## src/rtl/ccb_regs.svh

```systemverilog
`ifndef CCB_REGS_SVH
`define CCB_REGS_SVH
// Register indices; byte address is four times the index
`define CCB_IDX_RATE 7'h3b
`define CCB_IDX_TRIM 7'h3c
`define CCB_IDX_PLL 7'h3d
`define CCB_IDX_ODIV 7'h3e
`define CCB_IDX_STAT 7'h50
`define CCB_ADDR_W 9
// Reset values
`define CCB_RST_RATE 8'h7a
`define CCB_RST_TRIM 8'h00
`define CCB_RST_PLL 8'h00
`define CCB_RST_ODIV 8'h08
// Field positions
`define CCB_EXP_HI 7
`define CCB_EXP_LO 5
`define CCB_MAN_HI 4
`define CCB_MAN_LO 0
`define CCB_SEL_HI 7
`define CCB_SEL_LO 4
`define CCB_EN_BIT 3
`define CCB_PD_BIT 2
`define CCB_FB_HI 1
`define CCB_FB_LO 0
// Bit rate divisor terms
`define CCB_MAN_ADD_LOW 13'h0001
`define CCB_MAN_ADD_HIGH 13'h0021
`define CCB_ONE3 3'h1
// Feedback divider factors
`define CCB_FB_23 5'h17
`define CCB_FB_27 5'h1b
`define CCB_FB_28 5'h1c
`define CCB_FB_CODE_27 2'h1
`define CCB_FB_CODE_28 2'h2
// Lowest usable output divider
`define CCB_ODIV_MIN 8'h08
// Clock pin source codes
`define CCB_SRC_GPIO 4'h0
`define CCB_SRC_PLL 4'h1
`define CCB_SRC_LOW 4'h2
`define CCB_SRC_HIGH 4'h3
`define CCB_SRC_X1 4'h4
`define CCB_SRC_X2 4'h5
`define CCB_SRC_X4 4'h6
`define CCB_SRC_X8 4'h7
`define CCB_SRC_T0 4'h8
`define CCB_SRC_T3 4'hb
// Xtal divider masks (toggle every 1, 2, 4, 8 cycles)
`define CCB_MASK_X1 3'h0
`define CCB_MASK_X2 3'h1
`define CCB_MASK_X4 3'h3
`define CCB_MASK_X8 3'h7
// Framing
`define CCB_DATA_BITS_M1 3'h7
// AXI responses
`define CCB_RESP_OK 2'h0
`define CCB_RESP_ERR 2'h2
`define CCB_FIFO_DEPTH 8
`endif

```

## src/rtl/ccb_pkg.sv

```systemverilog
package ccb_pkg;
  typedef enum logic [1:0] {UART_IDLE, UART_START, UART_DATA, UART_STOP} ccb_uart_state_t;
endpackage

```

## src/rtl/ccb_fifo.sv

```systemverilog
`timescale 1ns/10ps
`default_nettype none
module ccb_fifo #(
  parameter int WIDTH = 8,
  parameter int DEPTH = 8
) (
  input wire logic aclk,
  input wire logic aresetn,
  input wire logic [WIDTH-1:0] in_data,
  input wire logic in_valid,
  output logic in_ready,
  output logic [WIDTH-1:0] out_data,
  output logic out_valid,
  input wire logic out_ready
);
  localparam int AW = $clog2(DEPTH);
  logic [WIDTH-1:0] mem [DEPTH];
  logic [AW-1:0] wr_ptr, rd_ptr, next_wr_ptr, next_rd_ptr;
  logic [AW:0] count, next_count;
  logic push, pop;

  // Handshakes and pointer update
  always_comb
  begin
    push = in_valid && in_ready;
    pop = out_valid && out_ready;
    next_wr_ptr = push ? ((wr_ptr == AW'(DEPTH - 1)) ? '0 : wr_ptr + 1'b1) : wr_ptr;
    next_rd_ptr = pop ? ((rd_ptr == AW'(DEPTH - 1)) ? '0 : rd_ptr + 1'b1) : rd_ptr;
    next_count = count + (AW + 1)'(push) - (AW + 1)'(pop);
  end

  assign in_ready = (count != (AW + 1)'(DEPTH));
  assign out_valid = (count != '0);
  assign out_data = mem[rd_ptr];

  // Pointer registers
  always_ff @(posedge aclk)
  begin
    if (!aresetn)
    begin
      wr_ptr <= '0;
      rd_ptr <= '0;
      count <= '0;
    end
    else
    begin
      wr_ptr <= next_wr_ptr;
      rd_ptr <= next_rd_ptr;
      count <= next_count;
    end
  end

  // Storage
  always_ff @(posedge aclk)
  begin
    if (push)
    begin
      mem[wr_ptr] <= in_data;
    end
  end
endmodule
`default_nettype wire

```

## src/rtl/ccb_clock_config.sv

```systemverilog
// Local design decision: the AXI4-Lite interface to the registers.
`timescale 1ns/10ps
`default_nettype none
`include "ccb_regs.svh"
module ccb_clock_config (
  input wire logic aclk,
  input wire logic aresetn,
  input wire logic [`CCB_ADDR_W-1:0] s_axi_awaddr,
  input wire logic s_axi_awvalid,
  output logic s_axi_awready,
  input wire logic [31:0] s_axi_wdata,
  input wire logic [3:0] s_axi_wstrb,
  input wire logic s_axi_wvalid,
  output logic s_axi_wready,
  output logic [1:0] s_axi_bresp,
  output logic s_axi_bvalid,
  input wire logic s_axi_bready,
  input wire logic [`CCB_ADDR_W-1:0] s_axi_araddr,
  input wire logic s_axi_arvalid,
  output logic s_axi_arready,
  output logic [31:0] s_axi_rdata,
  output logic [1:0] s_axi_rresp,
  output logic s_axi_rvalid,
  input wire logic s_axi_rready,
  input wire logic [7:0] tx_data,
  input wire logic tx_valid,
  output logic tx_ready,
  output logic serial_tx,
  input wire logic serial_rx,
  output logic [7:0] rx_data,
  output logic rx_valid,
  output logic rx_frame_error,
  input wire logic pll_clk_in,
  input wire logic [3:0] timer_overflow,
  input wire logic gpio_out,
  input wire logic gpio_oe,
  output logic clock_output_pin_o,
  output logic clock_output_pin_oe,
  input wire logic clock_output_pin_i,
  output logic clock_output_pin_in,
  output logic pll_power_down,
  output logic [4:0] pll_feedback_division,
  output logic [7:0] pll_output_division,
  output logic [7:0] slow_osc_trim_value
);
  ////////////////////////////////////////////////////////////////////////////////
  // Bit period in clock cycles from a rate setting
  function automatic logic [12:0] ccb_divisor(input logic [7:0] r);
    logic [2:0] e;
    logic [12:0] m;
    e = r[`CCB_EXP_HI:`CCB_EXP_LO];
    m = {8'h00, r[`CCB_MAN_HI:`CCB_MAN_LO]};
    if (e == '0)
      ccb_divisor = m + `CCB_MAN_ADD_LOW;
    else
      ccb_divisor = (m + `CCB_MAN_ADD_HIGH) << (e - `CCB_ONE3);
  endfunction

  ////////////////////////////////////////////////////////////////////////////////
  // Registers and AXI4-Lite slave
  logic [7:0] serial_bit_rate, low_freq_osc_trim, pll_and_clock_pin_control, output_divider_value;
  logic [7:0] next_serial_bit_rate, next_low_freq_osc_trim, next_pll_ctl, next_output_divider_value;
  logic aw_held, w_held, next_aw_held, next_w_held;
  logic [`CCB_ADDR_W-1:0] aw_addr, next_aw_addr;
  logic [7:0] w_byte, next_w_byte;
  logic w_lane, next_w_lane;
  logic next_bvalid, next_rvalid;
  logic [1:0] next_bresp, next_rresp;
  logic [31:0] next_rdata;
  logic [7:0] active_rate, next_active_rate;
  logic tx_busy, rx_busy;
  logic [6:0] widx, ridx;
  logic do_write;

  assign s_axi_awready = !aw_held && !s_axi_bvalid;
  assign s_axi_wready = !w_held && !s_axi_bvalid;
  assign s_axi_arready = !s_axi_rvalid;

  // Write capture, register update, read answer
  always_comb
  begin
    next_aw_held = aw_held;
    next_w_held = w_held;
    next_aw_addr = aw_addr;
    next_w_byte = w_byte;
    next_w_lane = w_lane;
    next_bvalid = s_axi_bvalid && !s_axi_bready;
    next_bresp = s_axi_bresp;
    next_rvalid = s_axi_rvalid && !s_axi_rready;
    next_rresp = s_axi_rresp;
    next_rdata = s_axi_rdata;
    next_serial_bit_rate = serial_bit_rate;
    next_low_freq_osc_trim = low_freq_osc_trim;
    next_pll_ctl = pll_and_clock_pin_control;
    next_output_divider_value = output_divider_value;
    if (s_axi_awvalid && s_axi_awready)
    begin
      next_aw_held = 1'b1;
      next_aw_addr = s_axi_awaddr;
    end
    if (s_axi_wvalid && s_axi_wready)
    begin
      next_w_held = 1'b1;
      next_w_byte = s_axi_wdata[7:0];
      next_w_lane = s_axi_wstrb[0];
    end
    widx = aw_addr[`CCB_ADDR_W-1:2];
    do_write = aw_held && w_held && !s_axi_bvalid;
    if (do_write)
    begin
      next_aw_held = 1'b0;
      next_w_held = 1'b0;
      next_bvalid = 1'b1;
      next_bresp = `CCB_RESP_OK;
      case (widx)
        `CCB_IDX_RATE: if (w_lane) next_serial_bit_rate = w_byte;
        `CCB_IDX_TRIM: if (w_lane) next_low_freq_osc_trim = w_byte;
        `CCB_IDX_PLL: if (w_lane) next_pll_ctl = w_byte;
        `CCB_IDX_ODIV:
        begin
          if (w_lane && w_byte >= `CCB_ODIV_MIN)
            next_output_divider_value = w_byte;
        end
        `CCB_IDX_STAT: next_bresp = `CCB_RESP_OK;
        default: next_bresp = `CCB_RESP_ERR;
      endcase
    end
    ridx = s_axi_araddr[`CCB_ADDR_W-1:2];
    if (s_axi_arvalid && s_axi_arready)
    begin
      next_rvalid = 1'b1;
      next_rresp = `CCB_RESP_OK;
      case (ridx)
        `CCB_IDX_RATE: next_rdata = {24'h00_0000, serial_bit_rate};
        `CCB_IDX_TRIM: next_rdata = {24'h00_0000, low_freq_osc_trim};
        `CCB_IDX_PLL: next_rdata = {24'h00_0000, pll_and_clock_pin_control};
        `CCB_IDX_ODIV: next_rdata = {24'h00_0000, output_divider_value};
        `CCB_IDX_STAT: next_rdata = {22'h00_0000, rx_busy, tx_busy, active_rate};
        default:
        begin
          next_rdata = 32'h0000_0000;
          next_rresp = `CCB_RESP_ERR;
        end
      endcase
    end
  end

  // Bus and register state
  always_ff @(posedge aclk)
  begin
    if (!aresetn)
    begin
      aw_held <= 1'b0;
      w_held <= 1'b0;
      aw_addr <= '0;
      w_byte <= 8'h00;
      w_lane <= 1'b0;
      s_axi_bvalid <= 1'b0;
      s_axi_bresp <= `CCB_RESP_OK;
      s_axi_rvalid <= 1'b0;
      s_axi_rresp <= `CCB_RESP_OK;
      s_axi_rdata <= 32'h0000_0000;
      serial_bit_rate <= `CCB_RST_RATE;
      low_freq_osc_trim <= `CCB_RST_TRIM;
      pll_and_clock_pin_control <= `CCB_RST_PLL;
      output_divider_value <= `CCB_RST_ODIV;
    end
    else
    begin
      aw_held <= next_aw_held;
      w_held <= next_w_held;
      aw_addr <= next_aw_addr;
      w_byte <= next_w_byte;
      w_lane <= next_w_lane;
      s_axi_bvalid <= next_bvalid;
      s_axi_bresp <= next_bresp;
      s_axi_rvalid <= next_rvalid;
      s_axi_rresp <= next_rresp;
      s_axi_rdata <= next_rdata;
      serial_bit_rate <= next_serial_bit_rate;
      low_freq_osc_trim <= next_low_freq_osc_trim;
      pll_and_clock_pin_control <= next_pll_ctl;
      output_divider_value <= next_output_divider_value;
    end
  end

  ////////////////////////////////////////////////////////////////////////////////
  // PLL control outputs
  assign slow_osc_trim_value = low_freq_osc_trim;
  assign pll_power_down = pll_and_clock_pin_control[`CCB_PD_BIT];
  assign pll_output_division = output_divider_value;
  // Feedback factor; first stage is crystal times this, halved
  always_comb
  begin
    case (pll_and_clock_pin_control[`CCB_FB_HI:`CCB_FB_LO])
      `CCB_FB_CODE_27: pll_feedback_division = `CCB_FB_27;
      `CCB_FB_CODE_28: pll_feedback_division = `CCB_FB_28;
      default: pll_feedback_division = `CCB_FB_23;
    endcase
  end

  ////////////////////////////////////////////////////////////////////////////////
  // Transmit FIFO and serializer
  logic [7:0] fifo_data;
  logic fifo_valid, fifo_ready;
  ccb_pkg::ccb_uart_state_t tx_state, next_tx_state;
  logic [12:0] tx_cnt, next_tx_cnt;
  logic [2:0] tx_bit, next_tx_bit;
  logic [7:0] tx_shift, next_tx_shift;
  logic next_serial_tx;
  logic [12:0] period;

  ccb_fifo #(.WIDTH(8), .DEPTH(`CCB_FIFO_DEPTH)) u_tx_fifo (
    .aclk(aclk),
    .aresetn(aresetn),
    .in_data(tx_data),
    .in_valid(tx_valid),
    .in_ready(tx_ready),
    .out_data(fifo_data),
    .out_valid(fifo_valid),
    .out_ready(fifo_ready)
  );

  assign period = ccb_divisor(active_rate);
  assign fifo_ready = (tx_state == ccb_pkg::UART_IDLE);
  assign tx_busy = (tx_state != ccb_pkg::UART_IDLE);

  // Frame: start, eight data LSB first, stop
  always_comb
  begin
    next_tx_state = tx_state;
    next_tx_cnt = tx_cnt;
    next_tx_bit = tx_bit;
    next_tx_shift = tx_shift;
    next_serial_tx = serial_tx;
    case (tx_state)
      ccb_pkg::UART_IDLE:
      begin
        next_serial_tx = 1'b1;
        if (fifo_valid)
        begin
          next_tx_shift = fifo_data;
          next_tx_cnt = period - 13'h0001;
          next_serial_tx = 1'b0;
          next_tx_state = ccb_pkg::UART_START;
        end
      end
      default:
      begin
        if (tx_cnt != '0)
          next_tx_cnt = tx_cnt - 13'h0001;
        else
        begin
          next_tx_cnt = period - 13'h0001;
          if (tx_state == ccb_pkg::UART_START)
          begin
            next_serial_tx = tx_shift[0];
            next_tx_bit = '0;
            next_tx_state = ccb_pkg::UART_DATA;
          end
          else if (tx_state == ccb_pkg::UART_DATA && tx_bit != `CCB_DATA_BITS_M1)
          begin
            next_tx_shift = tx_shift >> 1;
            next_serial_tx = tx_shift[1];
            next_tx_bit = tx_bit + `CCB_ONE3;
          end
          else if (tx_state == ccb_pkg::UART_DATA)
          begin
            next_serial_tx = 1'b1;
            next_tx_state = ccb_pkg::UART_STOP;
          end
          else
            next_tx_state = ccb_pkg::UART_IDLE;
        end
      end
    endcase
  end

  // Transmit state
  always_ff @(posedge aclk)
  begin
    if (!aresetn)
    begin
      tx_state <= ccb_pkg::UART_IDLE;
      tx_cnt <= '0;
      tx_bit <= '0;
      tx_shift <= 8'h00;
      serial_tx <= 1'b1;
    end
    else
    begin
      tx_state <= next_tx_state;
      tx_cnt <= next_tx_cnt;
      tx_bit <= next_tx_bit;
      tx_shift <= next_tx_shift;
      serial_tx <= next_serial_tx;
    end
  end

  ////////////////////////////////////////////////////////////////////////////////
  // Receive synchroniser and deserializer
  logic [2:0] rx_sync;
  logic [1:0] pll_sync;
  logic pll_s1;
  logic rx_level, next_rx_level;
  ccb_pkg::ccb_uart_state_t rx_state, next_rx_state;
  logic [12:0] rx_cnt, next_rx_cnt;
  logic [2:0] rx_bit, next_rx_bit;
  logic [7:0] rx_shift, next_rx_shift, next_rx_data;
  logic next_rx_valid, next_rx_frame_error;

  assign rx_busy = (rx_state != ccb_pkg::UART_IDLE);

  // Mid-bit sampling; no parity slot
  always_comb
  begin
    next_rx_level = (rx_sync[1] == rx_sync[2]) ? rx_sync[2] : rx_level;
    next_rx_state = rx_state;
    next_rx_cnt = rx_cnt;
    next_rx_bit = rx_bit;
    next_rx_shift = rx_shift;
    next_rx_data = rx_data;
    next_rx_valid = 1'b0;
    next_rx_frame_error = 1'b0;
    case (rx_state)
      ccb_pkg::UART_IDLE:
      begin
        if (!rx_level)
        begin
          next_rx_cnt = period >> 1;
          next_rx_state = ccb_pkg::UART_START;
        end
      end
      default:
      begin
        if (rx_cnt != '0)
          next_rx_cnt = rx_cnt - 13'h0001;
        else
        begin
          next_rx_cnt = period - 13'h0001;
          if (rx_state == ccb_pkg::UART_START)
          begin
            next_rx_bit = '0;
            next_rx_state = rx_level ? ccb_pkg::UART_IDLE : ccb_pkg::UART_DATA;
          end
          else if (rx_state == ccb_pkg::UART_DATA)
          begin
            next_rx_shift = {rx_level, rx_shift[7:1]};
            next_rx_bit = rx_bit + `CCB_ONE3;
            if (rx_bit == `CCB_DATA_BITS_M1)
              next_rx_state = ccb_pkg::UART_STOP;
          end
          else
          begin
            next_rx_state = ccb_pkg::UART_IDLE;
            if (rx_level)
            begin
              next_rx_data = rx_shift;
              next_rx_valid = 1'b1;
            end
            else
              next_rx_frame_error = 1'b1;
          end
        end
      end
    endcase
  end

  // Receive state and input synchronisers
  always_ff @(posedge aclk)
  begin
    if (!aresetn)
    begin
      rx_sync <= 3'h7;
      pll_s1 <= 1'b0;
      pll_sync <= 2'h0;
      rx_level <= 1'b1;
      rx_state <= ccb_pkg::UART_IDLE;
      rx_cnt <= '0;
      rx_bit <= '0;
      rx_shift <= 8'h00;
      rx_data <= 8'h00;
      rx_valid <= 1'b0;
      rx_frame_error <= 1'b0;
    end
    else
    begin
      rx_sync <= {rx_sync[1:0], serial_rx};
      pll_s1 <= pll_clk_in;
      pll_sync <= {pll_sync[0], pll_s1};
      rx_level <= next_rx_level;
      rx_state <= next_rx_state;
      rx_cnt <= next_rx_cnt;
      rx_bit <= next_rx_bit;
      rx_shift <= next_rx_shift;
      rx_data <= next_rx_data;
      rx_valid <= next_rx_valid;
      rx_frame_error <= next_rx_frame_error;
    end
  end

  // Rate takes effect only with both directions idle
  always_comb
  begin
    next_active_rate = (!tx_busy && !rx_busy) ? serial_bit_rate : active_rate;
  end

  always_ff @(posedge aclk)
  begin
    if (!aresetn)
      active_rate <= `CCB_RST_RATE;
    else
      active_rate <= next_active_rate;
  end

  ////////////////////////////////////////////////////////////////////////////////
  // Clock output pin
  logic [3:0] sel;
  logic [2:0] div_cnt, next_div_cnt, mask;
  logic xtal_wave, next_xtal_wave, timer_wave, next_timer_wave, pll_level;
  logic next_pin_o, next_pin_oe, pin_en;
  logic [2:0] pin_sync;

  assign sel = pll_and_clock_pin_control[`CCB_SEL_HI:`CCB_SEL_LO];
  assign pin_en = pll_and_clock_pin_control[`CCB_EN_BIT];
  assign pll_level = (pll_sync[0] == pll_sync[1]) ? pll_sync[1] : clock_output_pin_o;

  // Crystal dividers, timer toggle and source select
  always_comb
  begin
    case (sel)
      `CCB_SRC_X2: mask = `CCB_MASK_X2;
      `CCB_SRC_X4: mask = `CCB_MASK_X4;
      `CCB_SRC_X8: mask = `CCB_MASK_X8;
      default: mask = `CCB_MASK_X1;
    endcase
    next_div_cnt = div_cnt + `CCB_ONE3;
    next_xtal_wave = ((div_cnt & mask) == mask) ? !xtal_wave : xtal_wave;
    next_timer_wave = timer_wave;
    if (sel >= `CCB_SRC_T0 && sel <= `CCB_SRC_T3 && timer_overflow[sel[1:0]])
      next_timer_wave = !timer_wave;
    next_pin_o = 1'b0;
    next_pin_oe = 1'b1;
    case (sel)
      `CCB_SRC_GPIO:
      begin
        next_pin_o = gpio_out;
        next_pin_oe = gpio_oe;
      end
      `CCB_SRC_PLL: next_pin_o = pin_en && pll_level;
      `CCB_SRC_LOW: next_pin_o = 1'b0;
      `CCB_SRC_HIGH: next_pin_o = 1'b1;
      `CCB_SRC_X1, `CCB_SRC_X2, `CCB_SRC_X4, `CCB_SRC_X8: next_pin_o = pin_en && xtal_wave;
      default:
      begin
        if (sel <= `CCB_SRC_T3)
          next_pin_o = pin_en && timer_wave;
        else
          next_pin_o = 1'b0;
      end
    endcase
  end

  // Pin and divider state
  always_ff @(posedge aclk)
  begin
    if (!aresetn)
    begin
      div_cnt <= '0;
      xtal_wave <= 1'b0;
      timer_wave <= 1'b0;
      clock_output_pin_o <= 1'b0;
      clock_output_pin_oe <= 1'b0;
      clock_output_pin_in <= 1'b0;
      pin_sync <= 3'h0;
    end
    else
    begin
      div_cnt <= next_div_cnt;
      xtal_wave <= next_xtal_wave;
      timer_wave <= next_timer_wave;
      clock_output_pin_o <= next_pin_o;
      clock_output_pin_oe <= next_pin_oe;
      pin_sync <= {pin_sync[1:0], clock_output_pin_i};
      clock_output_pin_in <= (pin_sync[1] == pin_sync[2]) ? pin_sync[2] : clock_output_pin_in;
    end
  end
endmodule
`default_nettype wire

```

## config.mk

```make
export PLATFORM = sky130hd
export DESIGN_NAME = ccb_clock_config
export DESIGN_NICKNAME = d
export VERILOG_FILES = /design/src/rtl/ccb_pkg.sv /design/src/rtl/ccb_fifo.sv /design/src/rtl/ccb_clock_config.sv
export VERILOG_INCLUDE_DIRS = /design/src /design/src/rtl
export SDC_FILE = /design/constraint.sdc
export NUM_CORES = 1
export LEC_CHECK = 0
export ABC_AREA = 1
export ABC_CLOCK_PERIOD_IN_PS = 3200
export BUFFER_PORTS_ARGS = -buffer_cell sky130_fd_sc_hd__buf_4
export CORE_MARGIN = 3
export CORE_UTILIZATION = 58
export CTS_CLUSTER_SIZE = 14
export DETAILED_ROUTE_END_ITERATION = 12
export PLACE_DENSITY = 0.81
export SETUP_SLACK_MARGIN = 0.15
export SLEW_MARGIN = 0
export SYNTH_ARGS = -nofsm -noshare
export SYNTH_HDL_FRONTEND = slang
export SYNTH_HIERARCHICAL = 1
export SYNTH_SLANG_ARGS = --single-unit
```

## constraint.sdc

```tcl
create_clock -name aclk -period 3.2 [get_ports aclk]
set_clock_uncertainty 0.2 [all_clocks]
set_input_delay 0.32 -clock aclk [delete_from_list [all_inputs] [get_ports aclk]]
set_output_delay 0.32 -clock aclk [all_outputs]
set_load 0.02 [all_outputs]
```

==> results by stage <==
Outcome:
- The flow ran to the end, and the final reports show no timing, DRC or antenna violations.

Synth:
- The commonest register cell after synthesis is sky130_fd_sc_hd__dfxtp_1.
- The share of synthesized area in the top cell type comes to 0.290.
- The unique cell type count in the Yosys netlist is 59.
- The count of warnings emitted by yosys is 6.
- The sequential area share after synthesis is 0.458.
- Synthesis handed over a netlist of between 1000 and 1500 instances.
- Summing every instance area after synthesis gives 11400 um2.
- The register bit total from synthesis is 230.
- Yosys mapped a number of flops with a built-in enable equal to 64.
- The average footprint of a synthesized cell is approximately 7.9 um2.
- Of all cell types, the one taking the most synthesized area is sky130_fd_sc_hd__dfxtp_1.
- Yosys attributes the largest share of cell area to sky130_fd_sc_hd__dfxtp_1 29%, sky130_fd_sc_hd__edfxtp_1 17%, sky130_fd_sc_hd__nand2_1 9.4%.
- For this run, asynchronously set or reset flops after synthesis account for 0.

GRT:
- Entering global routing, the biggest net connects 55 pins.
- The via count of the first global-routing pass is 9497.
- In the global route stage, overall resource usage came out at 0.248.
- The number of antenna violations at the first check in global routing is 0.
- The overall overflow remaining after global route is 0.
- The wire length of the first global-routing pass is around 45000 um.

Clock tree:
- In this run the post-CTS setup repair buffer count came out at 0.
- The maximum level of the CTS H-tree is 1.
- The TritonCTS clock tree is done.
- The clock transition at the registers of the reported paths is approximately 0.060 ns.
- The maximum buffer depth of the clock tree is 3.
- At the later pin of the worst-skew pair, clock insertion delay measures ~0.52 ns.
- The number of sinks on the clock net is 230.
- CTS placed an instance of sky130_fd_sc_hd__clkbuf_16 at the clock tree root.
- The number of clock buffers inserted by TritonCTS is 25.

Finish:
- The final layout contains 1692 nets.
- The finished cells cover between 10000 and 15000 um2.
- The proportion of layout cells with a drive suffix above 1 is 0.138.
- The number of filler cells placed in the layout is ~1400.
- The number of antenna repair diodes is 0.
- The library cell used most frequently in the layout, excluding fill and tap cells, is sky130_fd_sc_hd__nand2_1.
- Compared with the post-synthesis result, the final layout area differs by 17.1%.
- Leaving out fill and tap cells, the most frequent cells in the layout are 288 x sky130_fd_sc_hd__nand2_1, 214 x sky130_fd_sc_hd__inv_1, 165 x sky130_fd_sc_hd__dfxtp_1.
- The final cell count without fillers is between 1500 and 2000.
- Summing all multi-input logic gate instances after layout gives about 4900 um2.
- The register area is about 5200 um2.

Timing:
- The maximum clock rate is 0.368 GHz.
- The tightest hold path in the finished design has a slack of approximately 0.0047 ns.
- Adding up every negative setup slack in the final design gives 0 ns.
- Setup violations remaining at the end of the flow were counted as 0.
- Setup repair after global routing left no endpoint under its margin.
- The count of final max-slew check failures came to 0.
- For the pin with the worst max-slew slack, the measured transition is approximately 0.94 ns.
- The worst path in the final design needs a cycle of 2.72 ns, including I/O delays and setup.
- The final count of hold timing violations is 0.
- Dividing the final minimum period by the clock period gives 0.849.
- The worst-case headroom to the max-slew limit is 0.367.

Worst setup path:
- In this run the worst path has a maximum fanout of 10.
- Data on the critical path is required at its endpoint by about 3.5 ns.
- The register-to-register setup slack is approximately 0.48 ns.
- The kind of critical path is reg -> reg.
- STA classifies the critical path endpoint as a flop.
- The category of the worst setup path launch point is a flop.
- The data arrival time of the critical path is slightly below 3 ns.

Floorplanning:
- The initial utilization of the core area, before any placement, comes to 0.602.
- The floorplan step defined a core boundary enclosing 19000 um2.
- The floorplan die height is 146 um.
- The floorplan step defined a die boundary enclosing ~21000 um2.
- The site row count is 50.
- Pin placement for this block handled 157 I/O pins.
- Measured along the x axis, the die boundary spans 146 um.

Placement:
- The number of buffers added on ports is 100.
- The placed instances occupy a cell area of 12300 um2.
- The number of instances in the placed design is ~1800.
- The detailed placer's ending HPWL is 18700 um.
- The congestion estimate from routability-driven global placement came to about 0.91.

Routing:
- The detail route stage leaves a number of antenna-violating nets equal to 0.
- In the final routed layout, each cell accounts on average for ~15 um.
- The total vias in the final route is about 10000.
- The first-pass iteration count of the detailed router is 5.
- The number of remaining DRC errors is 0.
- The routed design has about 27000 um of wire.
- Dividing the detail-routed via count by the number of cells gives roughly 5.3.
- The DRC marker count from the first detailed-route iteration is ~760.

Hold path:
- The min-delay analysis places its worst path in the category in -> reg.

Power:
- Of the total power, the clock network draws 0.231.
- The portion of total power attributed to combinational logic is 0.446.
- In this run the power density over the cells is between 800 and 900 nW/um2.
- The worst-case IR drop observed on VDD is about 0.49 mV.
- The internal portion of the total power is around 0.0069 W.
- Of the total power, the share spent switching nets is 0.425.
- The share of total power dissipated in sequential elements is 0.323.
- The total net switching power is slightly above 0.005 W.
- In this run the static leakage power is 5.93 nW.

Run:
- The max capacitance violation total is 0.
stage by stage:
| step | setup WS (ns) | util | power, W |
|---|---|---|---|
| final | 0.484 | 0.705 | 0.0120 |
| after global routing | 0.193 | 0.705 | 0.0129 |
| after global placement | 0.360 | 0.646 | 0.00900 |
| after CTS | 0.293 | 0.705 | 0.0120 |
| after floorplan | 0.819 | - | 0.00802 |
| after detailed placement | 0.308 | 0.646 | 0.00917 |
power groups by stage:
stage,clock (W),combinational (W),sequential (W)
final,0.00278,0.00536,0.00388
after detailed placement,0,0.00524,0.00393
after CTS,0.00281,0.00532,0.00387
after floorplan,0,0.00420,0.00382
after global routing,0.00293,0.00603,0.00394
after global placement,0,0.00509,0.00391
state kept, by name, summed over array words and instances, names as in the netlist, 4 cells and up, named ones only:
signal                     cells
u_tx_fifo/mem                 64
rx_data                        8
tx_shift                       8
rx_cnt                        13
w_byte                         8
slow_osc_trim_value            8
active_rate                    8
tx_cnt                        13
serial_bit_rate                8
s_axi_rdata                   10
pll_output_division            8
pll_and_clock_pin_control      8
rx_shift                       8
aw_addr                        7
u_tx_fifo/count                4
worst paths after layout:
kind                                                  start                             to  cells past startpoint
worst max-delay path            active_rate[5]$_SDFFE_PN1P_         tx_cnt[7]$_SDFFE_PN0N_                     13
worst min-delay path                               gpio_out  clock_output_pin_o$_SDFF_PN0_                      5
worst max register to register  active_rate[5]$_SDFFE_PN1P_         tx_cnt[7]$_SDFFE_PN0N_                     13
worst min register to register            pll_s1$_SDFF_PN0_         pll_sync[0]$_SDFF_PN0_                      2
cells in the mapped netlist (3+ instances only):
cell type and instances:
sky130_fd_sc_hd__xnor2_1 7, sky130_fd_sc_hd__nand2_2 8, sky130_fd_sc_hd__o211ai_1 10, sky130_fd_sc_hd__clkinv_1 3
sky130_fd_sc_hd__buf_4 33, sky130_fd_sc_hd__dfxtp_1 166, sky130_fd_sc_hd__clkbuf_1 30, sky130_fd_sc_hd__nand2_4 4
sky130_fd_sc_hd__o22ai_1 10, sky130_fd_sc_hd__inv_1 215, sky130_fd_sc_hd__nor4_1 6, sky130_fd_sc_hd__o21ai_0 93
sky130_fd_sc_hd__nand2_1 288, sky130_fd_sc_hd__inv_2 11, sky130_fd_sc_hd__buf_2 6, sky130_fd_sc_hd__nor3_1 17
sky130_fd_sc_hd__or2_2 4, sky130_fd_sc_hd__buf_6 5, sky130_fd_sc_hd__a22oi_1 6, sky130_fd_sc_hd__o21ai_1 11
sky130_fd_sc_hd__edfxtp_1 64, sky130_fd_sc_hd__xor2_1 15, sky130_fd_sc_hd__inv_4 3, sky130_fd_sc_hd__nor2_1 114
sky130_fd_sc_hd__a211oi_1 6, sky130_fd_sc_hd__nand4_1 14, sky130_fd_sc_hd__ha_1 31, sky130_fd_sc_hd__nor2_4 7
sky130_fd_sc_hd__nand3_2 3, sky130_fd_sc_hd__a221oi_1 13, sky130_fd_sc_hd__a21oi_1 99, sky130_fd_sc_hd__a31oi_1 21
sky130_fd_sc_hd__nor2_2 8, sky130_fd_sc_hd__nand3_1 90
layer usage:
metal  vias up  track usage  share of wire
met1      4552        0.313           0.42
met3        33       0.0521          0.073
li1       4984            -              -
met5         -            0              0
met4         0       0.0517          0.014
met2       312        0.440           0.50
cell families (layout without fill, tap and decap cells):
group,Yosys count,in the layout,synth area share
other,2,25,0.000656
AO/OA/AOI/OAI,285,285,0.143
XOR/XNOR,23,23,0.0183
adder cells (fa/ha/maj),32,32,0.0356
buffers and inverters,308,430,0.117
flip-flops,230,230,0.458
AND/OR/NAND/NOR,575,575,0.227
critical path: stages, from the launching register on:
cell and delay [ns]:
sky130_fd_sc_hd__dfxtp_2 0.45, sky130_fd_sc_hd__inv_4 0.09, sky130_fd_sc_hd__ha_1 0.43, sky130_fd_sc_hd__inv_2 0.17, sky130_fd_sc_hd__nor2_1 0.09, sky130_fd_sc_hd__a21oi_1 0.14, sky130_fd_sc_hd__nand2_1 0.19, sky130_fd_sc_hd__inv_2 0.14
sky130_fd_sc_hd__nand2_1 0.07, sky130_fd_sc_hd__nor2_1 0.16, sky130_fd_sc_hd__nand2_1 0.09, sky130_fd_sc_hd__xor2_1 0.24, sky130_fd_sc_hd__nand2_1 0.08, sky130_fd_sc_hd__a21oi_1 0.12
layout make-up:
type	instances	share of cell area
well taps	260	0.0243
clock inverters	7	0.00541
clock buffers	39	0.0536
flip-flops and latches	230	0.391
repair buffers	152	0.0913
multi-input cells	940	0.369
inverters	232	0.0655
timing repair:
| item | CTS | global route |
|---|---|---|
| hold buffers | 33 | 0 |
| hold endpoints to repair | 101 | 0 |
| gates resized for setup | 0 | 2 |
| setup endpoints to repair | 0 | 9 |
(Power assumes the default switching activity.)
